`src/hdl/drsr_pkg.sv`:
```
package drsr_pkg;
  localparam int unsigned clk_period_ps = 8000;
  // minimum refresh cycle time
  localparam int unsigned refresh_cycle_ps = 160000;
  localparam int unsigned refresh_cycle_cycles =
    (refresh_cycle_ps + clk_period_ps - 1) / clk_period_ps;
  // average refresh interval, used by the self-refresh timer
  localparam int unsigned refresh_interval_ns = 7800;
  localparam int unsigned refresh_interval_cycles =
    (refresh_interval_ns * 1000) / clk_period_ps;
  // minimum clock-enable pulse time
  localparam int unsigned cke_min_ps = 5000;
  localparam int unsigned cke_min_cycles =
    ((cke_min_ps + clk_period_ps - 1) / clk_period_ps) < 1 ? 1 :
    ((cke_min_ps + clk_period_ps - 1) / clk_period_ps);
  localparam int unsigned row_bits = 14;
  localparam int unsigned col_bits = 10;
  localparam int unsigned addr_bits = 15;
  localparam int unsigned burst_sel_bit = 12;
  localparam int unsigned auto_pre_bit = 10;
  localparam logic [13:0] row_reset = 14'h0000;

  typedef enum logic [1:0] {drsr_cmd_none, drsr_cmd_rd, drsr_cmd_wr} drsr_acc_t;

  // command pins, cs_n, ras_n, cas_n and we_n active low; cke and odt active high
  typedef struct packed {
    logic cke;
    logic cs_n;
    logic ras_n;
    logic cas_n;
    logic we_n;
    logic odt;
    logic [addr_bits-1:0] addr;
  } drsr_cmd_t;

  // decoded column access handed to the array side
  typedef struct packed {
    drsr_acc_t kind;
    logic chopped_four_beat_burst;
    logic auto_precharge;
    logic [col_bits-1:0] column;
  } drsr_access_t;
endpackage

```
`src/hdl/drsr_refresh_timer.sv`:
```
`timescale 1ns/1ps
`default_nettype none
// interval timer for self-refresh, counts only while run is high and cleared otherwise
module drsr_refresh_timer
  import drsr_pkg::*;
#(
  parameter int unsigned interval = refresh_interval_cycles
)
(
  input wire logic clk,
  input wire logic reset,
  input wire logic run,
  input wire logic kick,
  output logic tick
);
  logic [15:0] count;

  always_ff @(posedge clk or posedge reset)
  begin
    if (reset)
    begin
      count <= 16'h0000;
      tick <= 1'b0;
    end
    else if (!run || kick)
    begin
      count <= 16'h0000;
      tick <= 1'b0;
    end
    else if (count == 16'(interval - 1))
    begin
      count <= 16'h0000;
      tick <= 1'b1;
    end
    else
    begin
      count <= count + 16'h0001;
      tick <= 1'b0;
    end
  end
endmodule
`default_nettype wire

```
`src/hdl/drsr_core.sv`:
```
`timescale 1ns/1ps
`default_nettype none
// Behaviour
// - burst-select low chops to four, high eight
// - burst-select never part of column address
// - bad write strobes only corrupt addressed data
// - refresh decoded from pins, one per command
// - refresh rows come from internal counter
// - refresh completion leaves banks precharged idle
// - self-refresh entry decoded with cke low
// - stay in self-refresh while cke low
// - loop off on entry, reset on exit
// - ignore inputs, gate clock, refresh internally
// - termination off, pin ignored in self-refresh
module drsr_core
  import drsr_pkg::*;
#(
  parameter int unsigned interval = refresh_interval_cycles
)
(
  input wire logic clk,
  input wire logic reset,
  input wire drsr_cmd_t cmd_pins,
  input wire logic dll_enable,
  input wire logic write_strobe_fault,
  output drsr_access_t access,
  output logic access_valid,
  output logic write_corrupt,
  output logic refresh_busy,
  output logic [row_bits-1:0] refresh_row,
  output logic refresh_row_valid,
  output logic banks_idle,
  output logic self_refresh,
  output logic clock_gated,
  output logic dll_on,
  output logic dll_reset,
  output logic termination_on
);
  // ----------------------------------------
  // pin synchronisers
  // ----------------------------------------
  drsr_cmd_t pins_meta;
  drsr_cmd_t pins;
  logic fault_meta;
  logic fault;

  always_ff @(posedge clk or posedge reset)
  begin
    if (reset)
    begin
      pins_meta <= '{cke: 1'b1, cs_n: 1'b1, ras_n: 1'b1, cas_n: 1'b1, we_n: 1'b1,
                     odt: 1'b0, addr: '0};
      pins <= '{cke: 1'b1, cs_n: 1'b1, ras_n: 1'b1, cas_n: 1'b1, we_n: 1'b1,
                odt: 1'b0, addr: '0};
      fault_meta <= 1'b0;
      fault <= 1'b0;
    end
    else
    begin
      pins_meta <= cmd_pins;
      pins <= pins_meta;
      fault_meta <= write_strobe_fault;
      fault <= fault_meta;
    end
  end

  // ----------------------------------------
  // command decode
  // ----------------------------------------
  function automatic logic is_code(drsr_cmd_t p, logic ras_n, logic cas_n, logic we_n);
    return !p.cs_n && p.ras_n == ras_n && p.cas_n == cas_n && p.we_n == we_n;
  endfunction

  typedef enum {st_idle, st_refresh, st_self} drsr_state_t;
  drsr_state_t state;
  logic [7:0] rfc_count;
  logic [7:0] cke_count;
  logic timer_tick;

  logic dec_refresh;
  logic dec_sr_entry;
  logic dec_read;
  logic dec_write;
  assign dec_refresh = state == st_idle && pins.cke && is_code(pins, 1'b0, 1'b0, 1'b1);
  assign dec_sr_entry = state == st_idle && !pins.cke && is_code(pins, 1'b0, 1'b0, 1'b1);
  assign dec_read = state == st_idle && pins.cke && is_code(pins, 1'b1, 1'b0, 1'b1);
  assign dec_write = state == st_idle && pins.cke && is_code(pins, 1'b1, 1'b0, 1'b0);

  // ----------------------------------------
  // column access
  // ----------------------------------------
  always_ff @(posedge clk or posedge reset)
  begin
    if (reset)
    begin
      access <= '{kind: drsr_cmd_none, chopped_four_beat_burst: 1'b0,
                  auto_precharge: 1'b0, column: '0};
      access_valid <= 1'b0;
    end
    else
    begin
      access_valid <= dec_read || dec_write;
      if (dec_read || dec_write)
      begin
        access.kind <= dec_read ? drsr_cmd_rd : drsr_cmd_wr;
        access.chopped_four_beat_burst <= !pins.addr[burst_sel_bit];
        access.auto_precharge <= pins.addr[auto_pre_bit];
        access.column <= pins.addr[col_bits-1:0];
      end
    end
  end

  // strobe faults only flag the current write; nothing else stops
  always_ff @(posedge clk or posedge reset)
  begin
    if (reset)
      write_corrupt <= 1'b0;
    else
      write_corrupt <= dec_write && fault;
  end

  // ----------------------------------------
  // refresh / self-refresh state
  // ----------------------------------------
  always_ff @(posedge clk or posedge reset)
  begin
    if (reset)
    begin
      state <= st_idle;
      rfc_count <= 8'h00;
      cke_count <= 8'h00;
    end
    else
    begin
      case (state)
        st_idle:
        begin
          if (dec_refresh)
          begin
            state <= st_refresh;
            rfc_count <= 8'(refresh_cycle_cycles - 1);
          end
          else if (dec_sr_entry)
          begin
            state <= st_self;
            rfc_count <= 8'(refresh_cycle_cycles - 1);
            cke_count <= 8'h00;
          end
        end
        st_refresh:
        begin
          if (rfc_count == 8'h00)
            state <= st_idle;
          else
            rfc_count <= rfc_count - 8'h01;
        end
        st_self:
        begin
          if (cke_count != 8'hff)
            cke_count <= cke_count + 8'h01;
          if (rfc_count != 8'h00)
            rfc_count <= rfc_count - 8'h01;
          else if (timer_tick)
            rfc_count <= 8'(refresh_cycle_cycles - 1);
          if (pins.cke && cke_count >= 8'(cke_min_cycles))
            state <= st_idle;
        end
        default:
          state <= st_idle;
      endcase
    end
  end

  drsr_refresh_timer #(
    .interval(interval)
  ) u_timer (
    .clk(clk),
    .reset(reset),
    .run(state == st_self),
    .kick(1'b0),
    .tick(timer_tick)
  );

  // ----------------------------------------
  // internal refresh row counter
  // ----------------------------------------
  logic start_row;
  assign start_row = dec_refresh || dec_sr_entry || (state == st_self && rfc_count == 8'h00 &&
                     timer_tick);

  always_ff @(posedge clk or posedge reset)
  begin
    if (reset)
    begin
      refresh_row <= row_reset;
      refresh_row_valid <= 1'b0;
    end
    else
    begin
      refresh_row_valid <= start_row;
      if (start_row)
        refresh_row <= refresh_row + 14'h0001;
    end
  end

  // ----------------------------------------
  // status, loop and termination
  // ----------------------------------------
  always_ff @(posedge clk or posedge reset)
  begin
    if (reset)
    begin
      refresh_busy <= 1'b0;
      banks_idle <= 1'b1;
      self_refresh <= 1'b0;
      clock_gated <= 1'b0;
      dll_on <= 1'b0;
      dll_reset <= 1'b0;
      termination_on <= 1'b0;
    end
    else
    begin
      refresh_busy <= state == st_refresh || (state == st_self && rfc_count != 8'h00);
      banks_idle <= state != st_refresh;
      self_refresh <= state == st_self;
      clock_gated <= state == st_self;
      dll_on <= dll_enable && state != st_self;
      dll_reset <= dll_enable && state == st_self && pins.cke &&
                   cke_count >= 8'(cke_min_cycles);
      termination_on <= state != st_self && !dec_sr_entry && pins.odt;
    end
  end
endmodule
`default_nettype wire

```
`config.mk`:
```
export PLATFORM = sky130hd
export DESIGN_NAME = drsr_core
export DESIGN_NICKNAME = d
export VERILOG_FILES = /design/src/hdl/drsr_pkg.sv /design/src/hdl/drsr_refresh_timer.sv /design/src/hdl/drsr_core.sv
export SDC_FILE = /design/constraint.sdc
export NUM_CORES = 1
export LEC_CHECK = 0
export BUFFER_PORTS_ARGS = -buffer_cell sky130_fd_sc_hd__buf_2
export CAP_MARGIN = 20
export CORE_UTILIZATION = 45
export CTS_CLUSTER_SIZE = 10
export DETAILED_ROUTE_END_ITERATION = 8
export PLACE_DENSITY_LB_ADDON = 0.2
export SETUP_SLACK_MARGIN = 0.15
export SYNTH_ARGS = -nofsm -noshare
export SYNTH_HDL_FRONTEND = slang
export SYNTH_SLANG_ARGS = --single-unit
```
`constraint.sdc`:
```
create_clock -name clk -period 3 [get_ports clk]
set_input_delay 0.15 -clock clk [delete_from_list [all_inputs] [get_ports clk]]
set_output_delay 0.15 -clock clk [all_outputs]
set_load 0.02 [all_outputs]
```
-- After elaboration in Yosys (flattened, before gate mapping)
Cells that the tools add are included.
- word-level logic and storage cells: 120
- output and inout bits: 38
- bits in registers: 142
- input bits: 25
- reductions and logical operators: 41
- equal/unequal tests: 16
- order comparisons: 1
- multiplexer cells: 20
- add/subtract/negate cells: 4
- bitwise operators: 3
- operators by type and width (operator ; number):
    two-way mux 32 bit ; 4
    case mux 32 bit (3 select lines) ; 1
    == test 32 x 2 -> 1 bit, second input constant ; 2
    logical NOT 32 bit ; 2
    two-way mux 8 bit ; 8
    == test 32 x 1 -> 1 bit, second input constant ; 1
    == test 32 x 3 -> 1 bit, second input constant ; 1
    two-way mux 16 bit ; 2
    != test 32 x 2 -> 1 bit, second input constant ; 1
    != test 32 x 3 -> 1 bit, second input constant ; 1
    logical AND 1 bit ; 24
    case mux 8 bit (3 select lines) ; 1
    adder 16 x 1 -> 16 bit, second input constant ; 1
    == test 16 x 10 -> 1 bit, second input constant ; 1
    case mux 8 bit (2 select lines) ; 1
    adder 14 x 1 -> 14 bit, second input constant ; 1
    != test 2 bit, second input constant ; 6
    adder 8 x 1 -> 8 bit, second input constant ; 1
    >= comparator 8 x 1 -> 1 bit, second input constant ; 1
    logical NOT 8 bit ; 1
    != test 8 bit, second input constant ; 1
    AND reduction 4 bit ; 2
    nonzero test 8 bit ; 1
    subtractor 8 x 1 -> 8 bit, second input constant ; 1
    other kinds (10) ; 19

-- Depth between registers and ports, before layout
- word-level depth: 8
- depth in mapped cells: 9

-- Hierarchy
A second synthesis with hierarchy kept.
- cells, all modules: 397
- area, all modules: 4595.7 um^2
- by module, submodules not included (module ; instances ; area an instance (um^2) ; cells an instance ; seq. area each (um^2)):
    drsr_core ; 1 ; 3733.6 ; 314 ; 2341.0
    drsr_refresh_timer ; 1 ; 862.1 ; 83 ; 425.4

-- Least setup slack after synthesis
OpenSTA, ideal clock, no wires.
- kind: reg-to-reg
- start: reg rfc_count[0]
- end: reg state[0]
- cell stages (with the launch flop): 7
- period minus slack after synthesis: 2.504 ns
- slack: 0.496 ns
- arrival: 2.379 ns
- library setup time: 0.125 ns
- path through: dfrtp_1 inv_1 ha_1 or4b_4 or4_4 a222oi_1 mux2_2
- longest elaborated chain between the ends: 3
- RTL lines (item ; line ; source):
    from (decl) ; drsr_core.sv:76 ; logic [7:0] rfc_count;
    from (signal assigned) ; drsr_core.sv:141 ; rfc_count <= 8'(refresh_cycle_cycles - 1);
    from (signal assigned) ; drsr_core.sv:146 ; rfc_count <= 8'(refresh_cycle_cycles - 1);
    from (signal assigned) ; drsr_core.sv:155 ; rfc_count <= rfc_count - 8'h01;
    logical NOT 8 bit ; drsr_core.sv:152 ; if (rfc_count == 8'h00)
    != test 2 bit (no line) ; - ;
    AND reduction 3 bit (no line) ; - ;
    to (signal assigned) ; drsr_core.sv:153 ; state <= st_idle;
    to (signal assigned) ; drsr_core.sv:166 ; state <= st_idle;
    to (signal assigned) ; drsr_core.sv:169 ; state <= st_idle;
    to (decl) ; drsr_core.sv:75 ; drsr_state_t state;
No other way between the ends.
A chain may end at the register's enable or synchronous reset.

-- Worst setup path after layout
Same ends and word-level chain as after synthesis.

==> parameters.txt <==
Parameter                              Value

GRT
  Aggregate global routing overflow ... 0
  First-pass GRT wire length ... ~14000 um
  Largest net degree at the start of global routing ... 52
  Antenna violations before repair ... 0
  GRT Resource Usage Total ... between 15 and 20%
  Via count of the first global-routing pass ... 2984

Logic synthesis
  Count of unique library cells instantiated by Yosys ... 47
  Most frequently used cell type in the post-synthesis netlist ... dfrtp_1
  Cell Area, Synth ... between 0.004 and 0.005 sq mm
  Number of flops mapped to enable cells by yosys ... 0
  Fraction of the yosys area taken by sequential cells ... between 60% and 70%
  Share of the synthesized area in the top cell type ... a little under three fifths
  Area contributors post-synth ... dfrtp_1, dfstp_2, nand2_1
  Total nets after synthesis ... around 430
  Most frequent cells after synthesis ... dfrtp_1, nand2_1, nor2_1, o21ai_0, nand3_1
  Flops & latches, synth ... 110
  Synthesis warning total ... 0
  Average footprint of a synthesized cell ... about 11 sq um
  Post-synth top area cell ... dfrtp_1
  Cells after synthesis ... 390
  Proportion of synthesized flip-flops having asynchronous set or reset ... between 90% and 100%
  Ys flop type ... dfrtp_1

Clock tree
  CTS tree ... yes
  Later-pin clock latency in the skew report ... between 0.3 and 0.4 ns
  Clk slew on worst S/H paths ... around 0.12 ns
  Number of H-tree levels ... 3
  Maximum clock insertion buffer count ... 2
  TritonCTS Buffers ... 9
  Master cell of the clock root buffer ... clkbuf_8
  Total clock sinks ... 110

Worst setup path
  Critical path arrival ... around 3.1 ns
  Worst flop-to-flop path endpoint ... state[0]
  Capturing instance or port of the critical path ... state[0]
  Startpoint of the worst-slack reg-to-reg timing path ... rfc_count[0]
  CP startpoint kind ... register
  Maximum single-stage delay on the critical path ... about 0.6 ns
  Worst reg2reg setup slack ... around 0.23 ns
  Type of the worst setup path ... reg -> reg
  Worst-path cell chain ... inv_1 > ha_4 > or4b_4 > or4_4 > a222oi_1 > mux2_2
  Cell count of the worst reg-to-reg path ... 6
  Endpoint type of the worst setup path ... register
  Critical path required time ... 3.28 ns
  Worst setup path start ... rfc_count[0]
  Standard cell with the maximum stage delay on the critical path ... or4_4
  Worst Path Max Fanout ... 8

Power and ir drop
  Maximum vdd drop ... roughly 0.41 mV
  Power density normalized to cell area ... 738.4 mW/mm^2
  Static power due to leakage ... between 0.002 and 0.003 uW
  Total power draw ... between 3000 and 4000 uW

Finish
  Antenna cell count ... 0
  Number of nets at the end of the flow ... between 500 and 600
  Area growth from synthesis to layout ... 21.51%
  Final core utilization ... around 57%
  Layout cells sized above 1 ... approximately a quarter

Die
  Rows ... 35
  Floorplan die area ... slightly above 0.01 sq mm
  Count of boundary I/O pins ... between 60 and 70
  Floorplan die height ... about 100 um
  Die Wd ... just over 100 um
  Initial cell density of the core ... a little under half
  Standard cell core area ... 0.009371 sq mm

Route
  1st-pass router iterations ... 4
  Detailed router's first-iteration violation count ... between 100 and 150
  WL final ... a little over 8000 um
  Per-cell routed wire length ... between 10 and 15 um
  Ratio of routed vias to standard cells ... between 4 and 5
  DRC violation count after routing ... 0
  Detail Route Antenna Nets ... 0
  Total via count in the routed design ... between 3000 and 4000

Job
  Count of maximum capacitance violations ... 0

Place
  Weighted congestion reported at the end of routability-driven placement ... about 0.85
  Input/output buffers ... 59
  Setup slack at placement ... roughly 0.23 ns
  Final HPWL from detailed placement ... around 5400 um

STA
  Slew HR ... between 30% and 40%
  Final worst path period share ... a little over 90%
  Total count of max-transition violations in the final report ... 0
  RSZ-0062 raised after global routing ... false
  Max Freq ... around 360 MHz
  Number of endpoints with negative hold slack in the final report ... 0
  Minimum clock period ... roughly 2.8 ns
  Final Skew ... roughly 0.018 ns
  Final setup TNS ... 0 ns
  Least-Margin Pin Slew ... roughly 0.92 ns
  Setup-violating endpoint count in the final report ... 0
  Final WS setup ... between 0.2 and 0.25 ns

Run status
  Outcome ... finished, final reports clean

Hold path
  Path type of the worst min-delay path ... reg -> reg
  Hold Path Cell Cnt ... 0
-- kinds of logic (layout without fill, tap and decap cells) --
| logic type | count (synthesis) | count (layout) | synth area share [%] |
|---|---|---|---|
| compound gates | 47 | 47 | 7.151 |
| simple gates | 169 | 169 | 18.79 |
| mux | 2 | 2 | 0.5107 |
| buf+inv | 24 | 123 | 2.327 |
| xor+xnor | 27 | 27 | 5.363 |
| flops | 110 | 110 | 62.74 |
| fa+ha+maj | 11 | 11 | 3.121 |
-- cell type report --
cell class	count	area, sq um
well taps	129	161.4
flip-flops and latches	110	2766
clock inverters	7	88.84
multi-input cells	256	1553
fillers	852	4014
inverters	16	63.81
clock buffers	9	123.9
repair buffers	91	600.6
-- per-layer routing --
metal  vias up  global-route usage, %  wire length [um]
li1       1517                      -                 -
met1      1485                  22.56              3681
met3        11                  3.467               250
met4         0                  7.023               150
met2        51                  29.50              4075
met5         -                      0                 0
-- sequential cells by signal, summed over array words and instances (netlist names), 2 cells and up --
register	cells
access	14
cke_count	8
pins	18
pins_meta	18
refresh_row	14
rfc_count	8
state	2
u_timer.count	16
-- critical path, delay by kind of cell, from the launching register on --
family / cells / cell delay, ns
fa+ha+maj: 1 / 0.16
compound gates: 1 / 0.48
buf+inv: 1 / 0.13
mux: 1 / 0.38
simple gates: 2 / 1.10
flops: 1 / 0.41
-- power by group --
group	internal (uW)	switching (uW)	total (uW)
sequential	1720	161	1880
clock	338	570	908
combinational	440	725	1170
-- per-stage QoR --
stage / instances / area, sq um / hold slack, ns
floorplan: 390 / 4413 / 0.1545
global placement: 577 / 4892 / 0.2568
detailed placement: 577 / 4892 / 0.2562
CTS: 614 / 5315 / 0.3547
global route: 618 / 5358 / 0.3573
finish: 618 / 5358 / 0.3503
-- what timing repair did --
item / in CTS / in global routing
setup endpoints to repair: 0 / 1
hold buffers: 21 / 0
resized for setup: 0 / 2
setup buffers: 0 / 4
hold endpoints to repair: 61 / 0
-- worst min path at each step --
| stage | from | end | slack [ns] |
|---|---|---|---|
| after global placement | cmd_pins[16] | pins_meta[16] | 0.26 |
| final | pins_meta[2] | pins[2] | 0.35 |
| after global routing | pins_meta[20] | pins[20] | 0.36 |
| after floorplan | cmd_pins[16] | pins_meta[16] | 0.15 |
| after CTS | pins_meta[7] | pins[7] | 0.35 |
| after detailed placement | cmd_pins[17] | pins_meta[17] | 0.26 |
-- placed cells by master (no fill, tap or decap), types with 5 or more instances in the layout --
cell,synthesis,layout
nand3_1,19,19
nand4_1,8,8
xnor2_1,11,11
dlygate4sd3_1,0,21
nor3_1,7,7
o31ai_1,5,5
nor2_1,34,34
nand2_1,70,70
o21ai_0,20,20
ha_1,11,10
buf_2,1,59
and3_1,5,5
buf_4,1,10
dfrtp_1,99,99
dfstp_2,11,11
clkbuf_8,0,9
xor2_1,16,16
a21oi_1,6,6
inv_1,16,15
(Power assumes the default switching activity.)
